$ cat config.mk
export PLATFORM = sky130hd
export DESIGN_NAME = ccm_monitor
export DESIGN_NICKNAME = d
export VERILOG_FILES = /design/src/hw/ccm_pkg.sv /design/src/hw/ccm_monitor.sv
export SDC_FILE = /design/constraint.sdc
export NUM_CORES = 1
export LEC_CHECK = 0
export ABC_AREA = 1
export BUFFER_PORTS_ARGS = -buffer_cell sky130_fd_sc_hd__buf_4
export CAP_MARGIN = 40
export CELL_PAD_IN_SITES_DETAIL_PLACEMENT = 0
export CELL_PAD_IN_SITES_GLOBAL_PLACEMENT = 2
export CORE_ASPECT_RATIO = 1.75
export CORE_MARGIN = 2
export CORE_UTILIZATION = 25
export CTS_CLUSTER_SIZE = 30
export DETAILED_ROUTE_END_ITERATION = 8
export PLACE_DENSITY_LB_ADDON = 0.12
export SYNTH_ARGS = -nofsm -noshare
export SYNTH_HDL_FRONTEND = slang
export SYNTH_SLANG_ARGS = --single-unit
$ cat constraint.sdc
create_clock -name clk_sys -period 9.39 [get_ports clk_sys]
set_input_delay 1.878 -clock clk_sys [delete_from_list [all_inputs] [get_ports clk_sys]]
set_output_delay 1.878 -clock clk_sys [all_outputs]
set_load 0.02 [all_outputs]
$ cat src/hw/ccm_pkg.sv
`default_nettype none

package ccm_pkg;

   // ----------------------------------------------------------------------
   // Register bus
   // ----------------------------------------------------------------------
   localparam int          ADDR_W = 8;
   localparam int          DATA_W = 32;
   localparam int          REG_W  = 8;

   typedef struct packed {
      logic [ADDR_W-1:0] addr;
      logic [DATA_W-1:0] wdata;
      logic              wr;
      logic              rd;
   } ccm_bus_req_type;

   // ----------------------------------------------------------------------
   // Register map (byte addresses)
   // ----------------------------------------------------------------------
   localparam int          NUM_PROT            = 16;
   localparam logic [7:0]  OFS_PROT_BASE       = 8'h00;
   localparam logic [7:0]  OFS_PROT_LAST       = 8'h3c;
   localparam logic [7:0]  OFS_EXPECTED        = 8'h40;
   localparam logic [7:0]  OFS_CONTROL         = 8'h44;
   localparam logic [7:0]  OFS_SAFETY_STATUS   = 8'h48;
   localparam logic [7:0]  OFS_IRQ_STATUS      = 8'h4c;
   localparam logic [7:0]  OFS_IRQ_MASK        = 8'h50;
   localparam logic [7:0]  OFS_CONFIG_RESULT   = 8'h54;
   localparam logic [7:0]  OFS_EEPROM_RESULT   = 8'h58;

   // Field positions.
   localparam int          CTL_CONFIG_CHECK_EN = 0;
   localparam int          CTL_EE_SELFTEST_EN  = 1;
   localparam int          STS_CONFIG_MISMATCH = 0;
   localparam int          STS_EEPROM_MISMATCH = 1;
   localparam int          IRQ_CONFIG_MISMATCH = 0;
   localparam int          IRQ_EEPROM_MISMATCH = 1;
   localparam int          IRQ_WRITE_REFUSED   = 2;
   localparam int          IRQ_W               = 3;

   // Reset values.
   localparam logic [7:0]  RST_PROT            = 8'h00;
   localparam logic [7:0]  RST_EXPECTED        = 8'h00;
   localparam logic [IRQ_W-1:0] RST_IRQ_MASK   = 3'h0;

   // ----------------------------------------------------------------------
   // Checksum
   // ----------------------------------------------------------------------
   localparam logic [7:0]  CRC_POLY            = 8'h07;
   localparam logic [7:0]  CRC_INIT            = 8'hff;
   localparam int          EE_BYTES_DEFAULT    = 16;

   // Fail-safe controller state as reported to this block.
   typedef enum logic [5:0] {
      ST_OFF    = 6'h01,
      ST_INIT   = 6'h02,
      ST_RESET  = 6'h04,
      ST_DIAG   = 6'h08,
      ST_ACTIVE = 6'h10,
      ST_SAFE   = 6'h20
   } ccm_fsm_type;

   // One byte through the CRC, most significant bit first.
   function automatic logic [7:0] crc8_byte(input logic [7:0] crc_in,
                                            input logic [7:0] data);
      logic [7:0] c;
      logic       fb;
      c  = crc_in;
      fb = 1'b0;
      for (int i = 7; i >= 0; i--)
      begin
         fb = c[7] ^ data[i];
         c  = {c[6:0], 1'b0} ^ (fb ? CRC_POLY : 8'h00);
      end
      return c;
   endfunction

endpackage

`default_nettype wire

$ cat src/hw/ccm_monitor.sv
// The address-and-strobe port and the register addresses were left to the implementer.
`default_nettype none

module ccm_monitor #(
   parameter int EE_BYTES = ccm_pkg::EE_BYTES_DEFAULT
) (
   input  wire logic                             clk_sys,
   input  wire logic                             rst,
   input  wire ccm_pkg::ccm_bus_req_type         bus_req,
   output logic [ccm_pkg::DATA_W-1:0]            bus_rdata,
   input  wire ccm_pkg::ccm_fsm_type             fsm_state,
   input  wire logic                             reset_conditions_active,
   input  wire logic [EE_BYTES-1:0][7:0]         eeprom_bytes,
   input  wire logic [7:0]                       eeprom_reference,
   input  wire logic                             analog_latch_ee_fail,
   output logic [ccm_pkg::NUM_PROT-1:0][7:0]     config_regs,
   output logic                                  safe_request,
   output logic                                  off_request,
   output logic                                  analog_latch_ee_set,
   output logic                                  irq
);

   // ----------------------------------------------------------------------
   // Bus decode
   // ----------------------------------------------------------------------
   localparam int PIDX_W = $clog2(ccm_pkg::NUM_PROT);
   localparam int EIDX_W = (EE_BYTES > 1) ? $clog2(EE_BYTES) : 1;
   localparam logic [PIDX_W-1:0] PROT_LAST_IDX =
      PIDX_W'(ccm_pkg::NUM_PROT - 1);
   localparam logic [EIDX_W-1:0] EE_LAST_IDX = EIDX_W'(EE_BYTES - 1);

   logic                 in_diag;
   logic                 in_active;
   logic                 in_reset;
   logic                 prot_hit;
   logic [PIDX_W-1:0]    prot_sel;
   logic                 wr_prot;
   logic                 wr_prot_refused;
   logic                 wr_expected;
   logic                 wr_control;
   logic                 wr_setup_refused;
   logic                 wr_status;
   logic                 wr_mask;
   logic                 rd_irq;

   assign in_diag   = (fsm_state == ccm_pkg::ST_DIAG);
   assign in_active = (fsm_state == ccm_pkg::ST_ACTIVE);
   assign in_reset  = (fsm_state == ccm_pkg::ST_RESET);

   assign prot_hit  = (bus_req.addr <= ccm_pkg::OFS_PROT_LAST) &&
                      (bus_req.addr[1:0] == 2'b00);
   assign prot_sel  = bus_req.addr[PIDX_W+1:2];

   assign wr_prot         = bus_req.wr && prot_hit && !in_active;
   assign wr_prot_refused = bus_req.wr && prot_hit && in_active;

   // Checksum setup only moves while the controller sits in DIAGNOSTIC.
   assign wr_expected = bus_req.wr && in_diag &&
                        (bus_req.addr == ccm_pkg::OFS_EXPECTED);
   assign wr_control  = bus_req.wr && in_diag &&
                        (bus_req.addr == ccm_pkg::OFS_CONTROL);
   assign wr_setup_refused = bus_req.wr && !in_diag &&
                             ((bus_req.addr == ccm_pkg::OFS_EXPECTED) ||
                              (bus_req.addr == ccm_pkg::OFS_CONTROL));
   assign wr_status   = bus_req.wr &&
                        (bus_req.addr == ccm_pkg::OFS_SAFETY_STATUS);
   assign wr_mask     = bus_req.wr &&
                        (bus_req.addr == ccm_pkg::OFS_IRQ_MASK);
   assign rd_irq      = bus_req.rd &&
                        (bus_req.addr == ccm_pkg::OFS_IRQ_STATUS);

   // ----------------------------------------------------------------------
   // Protected and setup registers
   // ----------------------------------------------------------------------
   logic [7:0]           expected_config_checksum;
   logic                 config_check_enable;
   logic                 eeprom_check_selftest_enable;

   generate
      for (genvar g = 0; g < ccm_pkg::NUM_PROT; g++)
      begin : g_prot
         always_ff @(posedge clk_sys or posedge rst)
         begin
            if (rst)
               config_regs[g] <= ccm_pkg::RST_PROT;
            else if (wr_prot && (prot_sel == PIDX_W'(g)))
               config_regs[g] <= bus_req.wdata[7:0];
         end
      end
   endgenerate

   always_ff @(posedge clk_sys or posedge rst)
   begin
      if (rst)
         expected_config_checksum <= ccm_pkg::RST_EXPECTED;
      else if (wr_expected)
         expected_config_checksum <= bus_req.wdata[7:0];
   end

   always_ff @(posedge clk_sys or posedge rst)
   begin
      if (rst)
      begin
         config_check_enable          <= 1'b0;
         eeprom_check_selftest_enable <= 1'b0;
      end
      else if (wr_control)
      begin
         config_check_enable <=
            bus_req.wdata[ccm_pkg::CTL_CONFIG_CHECK_EN];
         eeprom_check_selftest_enable <=
            bus_req.wdata[ccm_pkg::CTL_EE_SELFTEST_EN];
      end
   end

   // ----------------------------------------------------------------------
   // Configuration checksum scan
   // ----------------------------------------------------------------------
   // One byte per clock; a pass over all sixteen registers takes sixteen
   // cycles. A register rewritten mid-pass is seen in the same pass only if the scan has not reached it yet, so
   // software must update the expected value before enabling the check.
   logic [PIDX_W-1:0]    cfg_idx;
   logic [7:0]           cfg_crc;
   logic [7:0]           next_cfg_crc;
   logic                 cfg_pass_end;
   logic                 cfg_mismatch_evt;
   logic [7:0]           cfg_result;

   assign next_cfg_crc = ccm_pkg::crc8_byte(cfg_crc,
                                            config_regs[cfg_idx]);
   assign cfg_pass_end = config_check_enable && (cfg_idx == PROT_LAST_IDX);
   assign cfg_mismatch_evt = cfg_pass_end &&
                             (next_cfg_crc != expected_config_checksum);

   always_ff @(posedge clk_sys or posedge rst)
   begin
      if (rst)
      begin
         cfg_idx <= '0;
         cfg_crc <= ccm_pkg::CRC_INIT;
      end
      else if (!config_check_enable)
      begin
         cfg_idx <= '0;
         cfg_crc <= ccm_pkg::CRC_INIT;
      end
      else if (cfg_pass_end)
      begin
         cfg_idx <= '0;
         cfg_crc <= ccm_pkg::CRC_INIT;
      end
      else
      begin
         cfg_idx <= cfg_idx + PIDX_W'(1);
         cfg_crc <= next_cfg_crc;
      end
   end

   always_ff @(posedge clk_sys or posedge rst)
   begin
      if (rst)
         cfg_result <= ccm_pkg::CRC_INIT;
      else if (cfg_pass_end)
         cfg_result <= next_cfg_crc;
   end

   // ----------------------------------------------------------------------
   // EEPROM checksum scan
   // ----------------------------------------------------------------------
   logic [EIDX_W-1:0]    ee_idx;
   logic [7:0]           ee_crc;
   logic [7:0]           next_ee_crc;
   logic                 ee_pass_end;
   logic                 ee_mismatch_evt;
   logic [7:0]           ee_result;

   assign next_ee_crc = ccm_pkg::crc8_byte(ee_crc,
                                           eeprom_bytes[ee_idx]);
   assign ee_pass_end = (ee_idx == EE_LAST_IDX);
   // The self-test forces a mismatch at every pass end while it is on.
   assign ee_mismatch_evt = ee_pass_end &&
                            ((next_ee_crc != eeprom_reference) ||
                             eeprom_check_selftest_enable);

   always_ff @(posedge clk_sys or posedge rst)
   begin
      if (rst)
      begin
         ee_idx <= '0;
         ee_crc <= ccm_pkg::CRC_INIT;
      end
      else if (ee_pass_end)
      begin
         ee_idx <= '0;
         ee_crc <= ccm_pkg::CRC_INIT;
      end
      else
      begin
         ee_idx <= ee_idx + EIDX_W'(1);
         ee_crc <= next_ee_crc;
      end
   end

   always_ff @(posedge clk_sys or posedge rst)
   begin
      if (rst)
         ee_result <= ccm_pkg::CRC_INIT;
      else if (ee_pass_end)
         ee_result <= next_ee_crc;
   end

   // ----------------------------------------------------------------------
   // Mismatch flags
   // ----------------------------------------------------------------------
   logic                 config_checksum_mismatch_flag;
   logic                 eeprom_checksum_mismatch_flag;
   logic                 powered_up;
   logic                 restore_evt;

   // The analog latch level is caught on the first clock after release.
   always_ff @(posedge clk_sys or posedge rst)
   begin
      if (rst)
         powered_up <= 1'b0;
      else
         powered_up <= 1'b1;
   end

   assign restore_evt = !powered_up && analog_latch_ee_fail;

   // Set wins over a write-one-to-clear in the same cycle.
   always_ff @(posedge clk_sys or posedge rst)
   begin
      if (rst)
         config_checksum_mismatch_flag <= 1'b0;
      else if (cfg_mismatch_evt)
         config_checksum_mismatch_flag <= 1'b1;
      else if (wr_status && bus_req.wdata[ccm_pkg::STS_CONFIG_MISMATCH])
         config_checksum_mismatch_flag <= 1'b0;
   end

   always_ff @(posedge clk_sys or posedge rst)
   begin
      if (rst)
         eeprom_checksum_mismatch_flag <= 1'b0;
      else if (ee_mismatch_evt || restore_evt)
         eeprom_checksum_mismatch_flag <= 1'b1;
      else if (wr_status && bus_req.wdata[ccm_pkg::STS_EEPROM_MISMATCH])
         eeprom_checksum_mismatch_flag <= 1'b0;
   end

   // ----------------------------------------------------------------------
   // State requests to the fail-safe controller
   // ----------------------------------------------------------------------
   // RESET has priority: a pending SAFE request is held back until the
   // reset conditions are gone, then released.
   assign safe_request = config_checksum_mismatch_flag &&
                         ((in_reset && !reset_conditions_active) ||
                          in_diag || in_active);

   // The self-test must not shut the device down, so it sets the flag and the interrupt status bit but raises no off request.
   assign off_request = eeprom_checksum_mismatch_flag &&
                        !eeprom_check_selftest_enable &&
                        (in_reset || in_diag || in_active ||
                         (fsm_state == ccm_pkg::ST_SAFE));
   assign analog_latch_ee_set = off_request;

   // ----------------------------------------------------------------------
   // Interrupts
   // ----------------------------------------------------------------------
   logic [ccm_pkg::IRQ_W-1:0] irq_status;
   logic [ccm_pkg::IRQ_W-1:0] irq_mask;
   logic [ccm_pkg::IRQ_W-1:0] irq_events;

   assign irq_events[ccm_pkg::IRQ_CONFIG_MISMATCH] = cfg_mismatch_evt;
   assign irq_events[ccm_pkg::IRQ_EEPROM_MISMATCH] = ee_mismatch_evt ||
                                                      restore_evt;
   assign irq_events[ccm_pkg::IRQ_WRITE_REFUSED]   = wr_prot_refused ||
                                                      wr_setup_refused;

   always_ff @(posedge clk_sys or posedge rst)
   begin
      if (rst)
         irq_status <= '0;
      else if (rd_irq)
         irq_status <= irq_events;
      else
         irq_status <= irq_status | irq_events;
   end

   always_ff @(posedge clk_sys or posedge rst)
   begin
      if (rst)
         irq_mask <= ccm_pkg::RST_IRQ_MASK;
      else if (wr_mask)
         irq_mask <= bus_req.wdata[ccm_pkg::IRQ_W-1:0];
   end

   assign irq = |(irq_status & irq_mask);

   // ----------------------------------------------------------------------
   // Read data
   // ----------------------------------------------------------------------
   logic [ccm_pkg::DATA_W-1:0] next_rdata;

   always_comb
   begin
      next_rdata = '0;
      if (bus_req.rd)
      begin
         if (prot_hit)
            next_rdata[7:0] = config_regs[prot_sel];
         else
         begin
            case (bus_req.addr)
               ccm_pkg::OFS_EXPECTED:
                  next_rdata[7:0] = expected_config_checksum;
               ccm_pkg::OFS_CONTROL:
               begin
                  next_rdata[ccm_pkg::CTL_CONFIG_CHECK_EN] =
                     config_check_enable;
                  next_rdata[ccm_pkg::CTL_EE_SELFTEST_EN] =
                     eeprom_check_selftest_enable;
               end
               ccm_pkg::OFS_SAFETY_STATUS:
               begin
                  next_rdata[ccm_pkg::STS_CONFIG_MISMATCH] =
                     config_checksum_mismatch_flag;
                  next_rdata[ccm_pkg::STS_EEPROM_MISMATCH] =
                     eeprom_checksum_mismatch_flag;
               end
               ccm_pkg::OFS_IRQ_STATUS:
                  next_rdata[ccm_pkg::IRQ_W-1:0] = irq_status;
               ccm_pkg::OFS_IRQ_MASK:
                  next_rdata[ccm_pkg::IRQ_W-1:0] = irq_mask;
               ccm_pkg::OFS_CONFIG_RESULT:
                  next_rdata[7:0] = cfg_result;
               ccm_pkg::OFS_EEPROM_RESULT:
                  next_rdata[7:0] = ee_result;
               default:
                  next_rdata = '0;
            endcase
         end
      end
   end

   // Data stands only in the cycle after the read strobe.
   always_ff @(posedge clk_sys or posedge rst)
   begin
      if (rst)
         bus_rdata <= '0;
      else
         bus_rdata <= next_rdata;
   end

endmodule

`default_nettype wire

==> run_results.csv, run 1 <==
group,metric,value,unit
final_layout,syn_to_final_growth,28.0,%
clocking,cts-root-to-sink-buffers,2,
final_layout,layout_common_cells,"nand2_1, buf_4, o21ai_0",
global_route,first_global_vias,12567,
route,detailroute.via_count,12808,
global_route,grt_use_total,0.218,
run,cap_violations,0,
die,rows,106,
power,logic_gate_share_of_total_power,0.194,
sta,fin_crit,4.95,ns
route,detail_route.vias_per_cell,4.87,
hold_path,hold_path_startpoint,"cfg_result[7]",
clocking,post_cts_buffers,0,
placement,gp_routability_congestion,0.869,
route,ant_nets,0,
clocking,cts-buffers-inserted,17,
synth,ys.warnings.count,0,
power,p_int,1.44,mW
global_route,gr-usage-met1,0.229,
power,ir_worst_vdd,0.000129,V
final_layout,nNetsFinal,2212,
global_route,use_met2,0.417,
power,post-layout-total-power,2.13,mW
die,die_y,295,µm
sta,worst_margin_slew,0.831,ns
clocking,post_cts_resize_count,0,
synth,synth_area_leader_cell,"dfrtp_1",
final_layout,most_common_library_cell_in_the_layout_ignoring_fill_and_taps,"nand2_1",
setup_path,arrival_time_at_the_worst_endpoint,3.07,ns
route,drtPass1Iterations,5,
global_route,gr-usage-met3,0.0380,
final_layout,multiInputGateArea,6070,µm²
sta,clock_skew,0.0216,ns
route,drcViolationCount,0,
setup_path,critPathMaxFanout,4,
global_route,antenna_found_initial,1,
route,drtIter0Drc,767,
power,power.clock.fraction,0.358,
global_route,grt_start_max_net_pins,74,
die,ioPinCount,352,
status,outcome,"complete, no violations",
synth,yosysUniqueCellTypes,40,
die,die_width,170,µm
die,floorplan.die_area,50100,µm²
power,switching_share,0.322,
final_layout,num-fill-cells,5306,
synth,yosysSeqAreaShare,0.408,
sta,timing.setup.tns,0,ns
die,start_util,0.253,
synth,syn_area,12100,µm²
power,share_seq_of_total_power,0.449,
clocking,clkTransAtPathRegs,0.06,ns
sta,fmax,0.202,GHz
final_layout,final-instance-count-excl-fill,2630,
clocking,clk_latency,0.46,ns
clocking,holdBufCountCts,0,
placement,port_buffers,303,
synth,post-synth-top-area-fraction,0.338,
placement,hpwl,42800,µm
setup_path,critPathRequiredTime,7.51,ns
final_layout,regArea,4920,µm²
synth,syn_avg_cell_area,6.84,µm²
placement,dp_cells,2597,
synth,synth_seq_cells,195,
final_layout,layout-drive-gt1-share,0.205,
global_route,grt_pass1_wl,80500,µm
global_route,overflow,0,
power,netSwitchingPower,686,µW
clocking,cts_root_buffer,"clkbuf_16",
synth,synth.top_cells.by_area,"dfrtp_1, nand2_1, o21ai_0",
setup_path,critical_path.startpoint_type,"input pin",
global_route,busiest_layer_in_global_routing,"met2",
power,power.static_leakage,7.63,nW
power,cellPowerDensity,138,nW/µm²
synth,post_synth_inst_count,1764,
sta,grt_setup_unrepaired,"no",
sta,finalCritPeriodShare,0.527,
clocking,cts_htree_levels,4,
die,design.core.area,47700,µm²
setup_path,timing.rr.start,"cfg_idx[0]",
clocking,cts_tree,"yes",
setup_path,timing.critical_path.to_type,"primary output",
setup_path,worstRegToRegCells,23,
route,routed_wirelength,55500,µm
sta,slew_headroom,0.440,
sta,final_hold_viol_count,0,
setup_path,cp-startpoint,"fsm_state[1]",
clocking,clock_sinks,195,
sta,report.final.setup_viol,0,
setup_path,critical_path_class,"in -> out",
hold_path,hold_path.class,"reg -> reg",
sta,slew_violations,0,
route,routed_wire_length_per_instance,21.1,µm
hold_path,hold-path-cell-count,2,
## worst max-delay path, cell delays in order
cell	delay, ns
buf_4	0.11
nor4_1	0.36
nand3_1	0.25
a41oi_1	0.28
buf_4	0.19
## power groups by stage
stage | logic [mW] | registers [mW] | clock network, mW
6_report | 0.413 | 0.955 | 0.761
5_1_grt | 0.458 | 0.963 | 0.806
4_1_cts | 0.421 | 0.956 | 0.781
3_5_place_dp | 0.419 | 0.970 | 0
3_3_place_gp | 0.408 | 0.970 | 0
2_1_floorplan | 0.200 | 0.985 | 0
## cell usage after synthesis, drive strengths merged
cell and count:
buf 71, or2 6, dfstp 32, o21a 1, nand4 11, nor4 1, o22ai 66, a311oi 3
o2111ai 5, nand3b 8, xor2 3, nor3 12, o21ai 243, a31o 1, conb 2, clkinv 5
ha 2, a41oi 9, a22o 2, dfrtp 163, nand2 620, a211oi 3, nand3 197, a21oi 16
a221oi 3, clkbuf 40, o211ai 4, nor2 93, inv 142
## through the flow
stage / hold slack (ns) / setup slack [ns] / util / instance area, µm²
final: 0.491 / 4.44 / 0.323 / 15400
after global placement: 0.476 / 4.44 / 0.307 / 14700
after floorplan: 0.466 / 2.25 / - / 12200
after global routing: 0.512 / 4.36 / 0.323 / 15400
after detailed placement: 0.484 / 4.41 / 0.311 / 14800
after CTS: 0.495 / 4.41 / 0.323 / 15400
## sequential cells by signal, indices dropped and copies added (netlist names)
name,flops
ee_crc,8
cfg_crc,8
config_checksum_mismatch_flag,1
config_regs,128
eeprom_check_selftest_enable,1
ee_idx,4
irq_mask,3
eeprom_checksum_mismatch_flag,1
cfg_result,8
irq_status,3
powered_up,1
config_check_enable,1
cfg_idx,4
ee_result,8
expected_config_checksum,8
bus_rdata,8
## per-layer routing
metal,vias to the layer above,wire (µm),part of all wire
li1,6285,-,-
met1,6037,20100,0.36
met2,420,30100,0.54
met3,66,2970,0.054
met4,0,2290,0.041
met5,-,0,0
## cell type report
class	instances	share of cell area
multi-input cells	1334	0.393
flip-flops and latches	195	0.319
repair buffers	327	0.165
well taps	594	0.0481
inverters	147	0.0362
clock buffers	18	0.0278
clock inverters	14	0.0108
diodes	1	0.000162
## logic make-up after synthesis
logic type               Yosys count  synth area share
AND/OR/NAND/NOR                  948             0.327
AO/OA/AOI/OAI                    356             0.164
buffers and inverters            258            0.0966
flip-flops                       195             0.408
XOR/XNOR                           3           0.00218
adder cells (fa/ha/maj)            2           0.00207
other                              2          0.000622
## final timing paths
| kind | end | slack [ns] |
|---|---|---|
| min in group asynchronous | config_regs[38] | 1.44 |
| min reg2reg | cfg_result[7] | 0.49 |
| max reg2reg | config_checksum_mismatch_flag | 5.54 |
| min | cfg_result[7] | 0.49 |
| max in group asynchronous | ee_idx[0] | 6.73 |
| max | off_request | 4.44 |
Power figures use the tool's default switching activity.
==> run 2: changes to the inputs <==
==> constraint.sdc (replaced) <==
create_clock -name clk_sys -period 4.3 [get_ports clk_sys]
set_input_delay 0.86 -clock clk_sys [delete_from_list [all_inputs] [get_ports clk_sys]]
set_output_delay 0.86 -clock clk_sys [all_outputs]
set_load 0.02 [all_outputs]
==> run 2 against run 1 <==
  * Final area is 0.38% higher
  * Power grew 120%
  * Register-to-register slack lost 4.6 ns
  * Sequential share of layout area down 0.12 points
  * Critical path type is now reg -> reg
  * Critical endpoint is now config_checksum_mismatch_flag
==> run_results.csv, run 2 (synthesis gave the netlist of run 1 again) <==
group,metric,value,unit
global_route,antenna_found_initial,1,
placement,port_buffers,303,
route,drtPass1Iterations,5,
power,ir_worst_vdd,0.000304,V
clocking,cts_root_buffer,"clkbuf_16",
global_route,first_global_vias,12439,
final_layout,layout.cell_area.non_filler,15500,µm²
clocking,post_cts_resize_count,0,
setup_path,worstPathCellList,"inv_2, buf_4, nor2_1, nor2_1, o21ai_0, nand3_1, nand4_1, nand2_1, nand2_1, nand2_1, nand2_1, nand3_1, nand2_1, nand2_1, nand4_1, nor2_1, nand2_1, nand2_1, nand2_1",
clocking,cts_htree_levels,4,
setup_path,cp-startpoint,"cfg_idx[0]",
final_layout,num-fill-cells,5247,
power,p_int,3.19,mW
hold_path,hold_path.class,"in -> async",
route,detail_route.vias_per_cell,4.88,
power,switching_share,0.311,
final_layout,number_of_flip_flops_in_the_largest_register,128,
power,power.static_leakage,7.69,nW
setup_path,arrival_time_at_the_worst_endpoint,3.73,ns
setup_path,timing.reg2reg.setup_slack,0.91,ns
power,power.clock.fraction,0.354,
global_route,grt_pass1_wl,79600,µm
sta,timing.setup.tns,0,ns
sta,finalCritPeriodShare,0.788,
clocking,clkTransAtPathRegs,0.08,ns
route,detailroute.via_count,12918,
sta,slew_headroom,0.453,
setup_path,crit_path_frequent_cell,"nand2_1",
route,routed_wire_length_per_instance,20.9,µm
clocking,holdBufCountCts,0,
sta,fmax,0.295,GHz
placement,dp_cells,2613,
clocking,clk_latency,0.47,ns
final_layout,final-instance-count-excl-fill,2645,
route,drtIter0Drc,908,
setup_path,timing.rr.start,"cfg_idx[0]",
setup_path,critPathRequiredTime,4.64,ns
final_layout,largest_register,"config_regs",
setup_path,delay_of_the_slowest_critical_path_stage,0.56,ns
final_layout,insertedDiodeCount,0,
clocking,post_cts_buffers,0,
setup_path,timing.critical_path.to_type,"register",
die,rows,106,
sta,hold-worst-slack,0.395,ns
status,outcome,"complete, no violations",
die,floorplan.die_area,50100,µm²
sta,grt_setup_unrepaired,"no",
global_route,grt_start_max_net_pins,87,
die,die_width,170,µm
route,routed_wirelength,55400,µm
setup_path,worstRegToRegCells,19,
sta,slew_violations,0,
setup_path,r2r_end,"config_checksum_mismatch_flag",
sta,report.final.setup_viol,0,
power,share_seq_of_total_power,0.451,
final_layout,layout-drive-gt1-share,0.212,
sta,fin_crit,3.39,ns
power,netSwitchingPower,1.44,mW
die,start_util,0.253,
global_route,overflow,0,
final_layout,nNetsFinal,2228,
setup_path,critical-path-top-delay-family,"simple AND/OR/NAND/NOR gates",
placement,hpwl,43000,µm
setup_path,cpMaxStageDelayCell,"dfrtp_2",
route,drcViolationCount,0,
setup_path,critical_path.startpoint_type,"register",
final_layout,most_common_library_cell_in_the_layout_ignoring_fill_and_taps,"nand2_1",
run,cap_violations,0,
setup_path,critical_path_class,"reg -> reg",
sta,clock_skew,0.0139,ns
clocking,cts-buffers-inserted,17,
die,design.core.area,47700,µm²
setup_path,critPathMaxFanout,25,
clocking,clock_sinks,195,
sta,final_hold_viol_count,0,
die,die_y,295,µm
clocking,cts-root-to-sink-buffers,2,
die,ioPinCount,352,
placement,gp_routability_congestion,0.822,
sta,worst_margin_slew,0.820,ns
power,cellPowerDensity,298,nW/µm²
placement,placed_cell_areas,14900,µm²
final_layout,layout_common_cells,"nand2_1, buf_4, o21ai_0",
power,post-layout-total-power,4.63,mW
route,ant_nets,0,
final_layout,syn_to_final_growth,28.4,%
clocking,cts_tree,"yes",
global_route,grt_use_total,0.217,
power,logic_gate_share_of_total_power,0.195,
setup_path,path_buf_inv,2,
## run 2: power groups by stage
stage	clock, mW	sequential (mW)	combinational [mW]
after floorplan	0	2.15	0.437
after global placement	0	2.12	0.905
after detailed placement	0	2.12	0.916
after CTS	1.68	2.09	0.919
after global routing	1.74	2.10	0.998
final	1.64	2.09	0.901
## run 2: layout make-up
type | count | area (µm²) | share of cell area
Timing Repair Buffer | 343 | 2620 | 0.169
Clock buffer | 24 | 524 | 0.0338
Inverter | 147 | 556 | 0.0358
Sequential cell | 195 | 4920 | 0.318
Tap cell | 594 | 743 | 0.0479
Multi-Input combinational cell | 1334 | 6070 | 0.392
Clock inverter | 8 | 61.3 | 0.00396
## run 2: how the worst max path moves through the flow
stage	cells after the start	endpoint
after global routing	19	config_checksum_mismatch_flag
after floorplan	1	bus_rdata[0]
after global placement	11	bus_rdata[0]
after detailed placement	19	config_checksum_mismatch_flag
final	19	config_checksum_mismatch_flag
after CTS	19	config_checksum_mismatch_flag
## run 2: layer usage
layer | global-route usage | up-vias | share of wire
met4 | 0.0971 | 0 | 0.040
met2 | 0.423 | 425 | 0.55
li1 | - | 6342 | -
met3 | 0.0325 | 73 | 0.049
met5 | 0 | - | 0
met1 | 0.225 | 6078 | 0.36
## run 2: worst reg2reg max path: stages (launching register included)
cell,delay [ns]
dfrtp_2,0.56
inv_2,0.35
buf_4,0.39
nor2_1,0.09
nor2_1,0.08
o21ai_0,0.09
nand3_1,0.08
nand4_1,0.21
nand2_1,0.15
nand2_1,0.06
nand2_1,0.20
nand2_1,0.12
nand3_1,0.12
nand2_1,0.09
nand2_1,0.06
nand4_1,0.11
nor2_1,0.16
nand2_1,0.07
nand2_1,0.19
nand2_1,0.08
## run 2: per-stage QoR
step | utilization | setup WS [ns]
floorplan | - | 0.948
global placement | 0.311 | 0.922
detailed placement | 0.312 | 0.987
CTS | 0.325 | 0.956
global route | 0.325 | 0.655
finish | 0.325 | 0.912
==> run 3: changes to the inputs <==
==> constraint.sdc (replaced) <==
create_clock -name clk_sys -period 3.32 [get_ports clk_sys]
set_input_delay 0.664 -clock clk_sys [delete_from_list [all_inputs] [get_ports clk_sys]]
set_output_delay 0.664 -clock clk_sys [all_outputs]
set_load 0.02 [all_outputs]
==> run 3 against run 2 <==
  * Clock skew rose by 0.0020 ns
  * Maximum frequency up 16%
  * Via count grew 0.97%
  * Critical path depth grew 3
  * Global-route usage rose by 0.37 points
  * Die area unchanged
  * Critical endpoint is now irq_status[0]
  * Highest routed layer unchanged
==> run_results.csv, run 3 (synthesis gave the netlist of run 1 again) <==
group,metric,value,unit
power,cellPowerDensity,383,nW/µm²
setup_path,worstPathCellList,"inv_2, buf_4, nor2_1, nor2_1, o21ai_0, nand3_1, nand4_1, nand2_1, nand2_1, nand2_1, inv_1, nand2_1, nand2_1, nand2_1, buf_4, nand3_1, nand2_1, nand2_1, nor2_1, nand2_1, nand2_1, nand2_1",
sta,report.final.setup_viol,0,
setup_path,crit_path_frequent_cell,"nand2_1",
sta,grt_setup_unrepaired,"no",
final_layout,final-instance-count-excl-fill,2684,
sta,finalCritPeriodShare,0.877,
placement,hpwl,44200,µm
die,rows,106,
route,routed_wire_length_per_instance,20.7,µm
die,start_util,0.253,
final_layout,insertedDiodeCount,0,
global_route,grt_use_total,0.221,
clocking,cts_tree,"yes",
clocking,cts_htree_levels,4,
final_layout,largest_register,"config_regs",
final_layout,syn_to_final_growth,31.9,%
clocking,post_cts_resize_count,0,
global_route,grt_pass1_wl,81600,µm
clocking,post_cts_buffers,0,
die,floorplan.die_area,50100,µm²
sta,clock_skew,0.0159,ns
placement,port_buffers,303,
final_layout,nNetsFinal,2267,
sta,timing.setup.tns,0,ns
route,detailroute.via_count,13043,
clocking,clkTransAtPathRegs,0.09,ns
die,die_width,170,µm
sta,worst_margin_slew,0.820,ns
final_layout,num-fill-cells,5305,
global_route,antenna_found_initial,0,
setup_path,worst-path-stages,22,
setup_path,delay_of_the_slowest_critical_path_stage,0.44,ns
setup_path,arrival_time_at_the_worst_endpoint,3.25,ns
setup_path,path_buf_inv,4,
placement,dp_cells,2652,
route,drcViolationCount,0,
sta,final_hold_viol_count,0,
setup_path,critical-path-top-delay-family,"simple AND/OR/NAND/NOR gates",
final_layout,layout-drive-gt1-share,0.227,
global_route,grt_start_max_net_pins,74,
setup_path,critical_path.startpoint_type,"register",
final_layout,most_common_library_cell_in_the_layout_ignoring_fill_and_taps,"nand2_1",
final_layout,final_core_density,0.333,
setup_path,critical_path_class,"reg -> reg",
global_route,overflow,0,
setup_path,cpMaxStageDelayCell,"dfrtp_2",
setup_path,critPathMaxFanout,9,
clocking,cts-root-to-sink-buffers,2,
status,outcome,"complete, no violations",
clocking,cts-buffers-inserted,17,
route,drtIter0Drc,791,
clocking,clock_sinks,195,
final_layout,number_of_flip_flops_in_the_largest_register,128,
setup_path,worstRegToRegCells,22,
die,die_y,295,µm
power,power.static_leakage,7.92,nW
route,ant_nets,0,
setup_path,timing.critical_path.to_type,"register",
final_layout,layout_common_cells,"nand2_1, buf_4, o21ai_0",
die,ioPinCount,352,
placement,gp_routability_congestion,0.830,
clocking,cts_root_buffer,"clkbuf_16",
sta,slew_violations,0,
power,ir_worst_vdd,0.000362,V
sta,slew_headroom,0.447,
sta,fmax,0.343,GHz
global_route,first_global_vias,12858,
run,cap_violations,0,
setup_path,critPathRequiredTime,3.66,ns
route,detail_route.vias_per_cell,4.86,
clocking,holdBufCountCts,0,
hold_path,hold_path.class,"in -> async",
power,post-layout-total-power,6.10,mW
die,design.core.area,47700,µm²
route,routed_wirelength,55600,µm
route,drtPass1Iterations,5,
sta,fin_crit,2.91,ns
clocking,clk_latency,0.46,ns
run 3: metrics by stage:
step	worst slack, ns	hold WS, ns	area (µm²)
final	0.408	0.340	15900
after floorplan	0.164	0.466	12200
after global placement	0.319	0.476	15200
after detailed placement	0.358	0.480	15300
after global routing	0.117	0.369	15900
after CTS	0.343	0.344	15900
run 3: cell type report:
cell class              instances  area, µm²  share of cell area
repair buffers                382       3020               0.189
inverters                     147        556              0.0349
well taps                     594        743              0.0467
clock buffers                  18        439              0.0276
multi-input cells            1334       6070               0.381
flip-flops and latches        195       4920               0.309
clock inverters                14        173              0.0108
run 3: metal layers:
metal,GRT usage,wire length [µm],vias up
met1,0.230,20000,6110
li1,-,-,6412
met3,0.0333,2800,64
met5,0,0,-
met4,0.0803,1910,0
met2,0.437,30900,457
run 3: worst paths after layout:
kind / slack, ns / startpoint / to
worst max register to register: 0.41 / cfg_idx[0] / irq_status[0]
max in group asynchronous: 2.14 / rst / config_regs[0]
worst min register to register: 0.49 / cfg_result[4] / cfg_result[4]
worst max-delay path: 0.41 / cfg_idx[0] / irq_status[0]
min in group clk_sys: 0.46 / analog_latch_ee_fail / irq_status[1]
worst min-delay path: 0.34 / rst / config_regs[7]
run 3: worst register-to-register path, cell delays in order, from the launching register on:
cell and delay (ns):
dfrtp_2 0.44, inv_2 0.14, buf_4 0.19, nor2_1 0.05, nor2_1 0.07, o21ai_0 0.09, nand3_1 0.24, nand4_1 0.19
nand2_1 0.10, nand2_1 0.05, nand2_1 0.15, inv_1 0.08, nand2_1 0.10, nand2_1 0.08, nand2_1 0.08, buf_4 0.10
nand3_1 0.05, nand2_1 0.07, nand2_1 0.05, nor2_1 0.14, nand2_1 0.07, nand2_1 0.17, nand2_1 0.07
run 3: report_power, final:
group | total, mW | switching [mW] | leakage [nW] | internal, mW
registers | 2.70 | 0.147 | 2.56 | 2.56
logic | 1.22 | 0.727 | 5.06 | 0.496
clock network | 2.17 | 1.12 | 0.300 | 1.05
total | 6.10 | 2.00 | 7.92 | 4.10
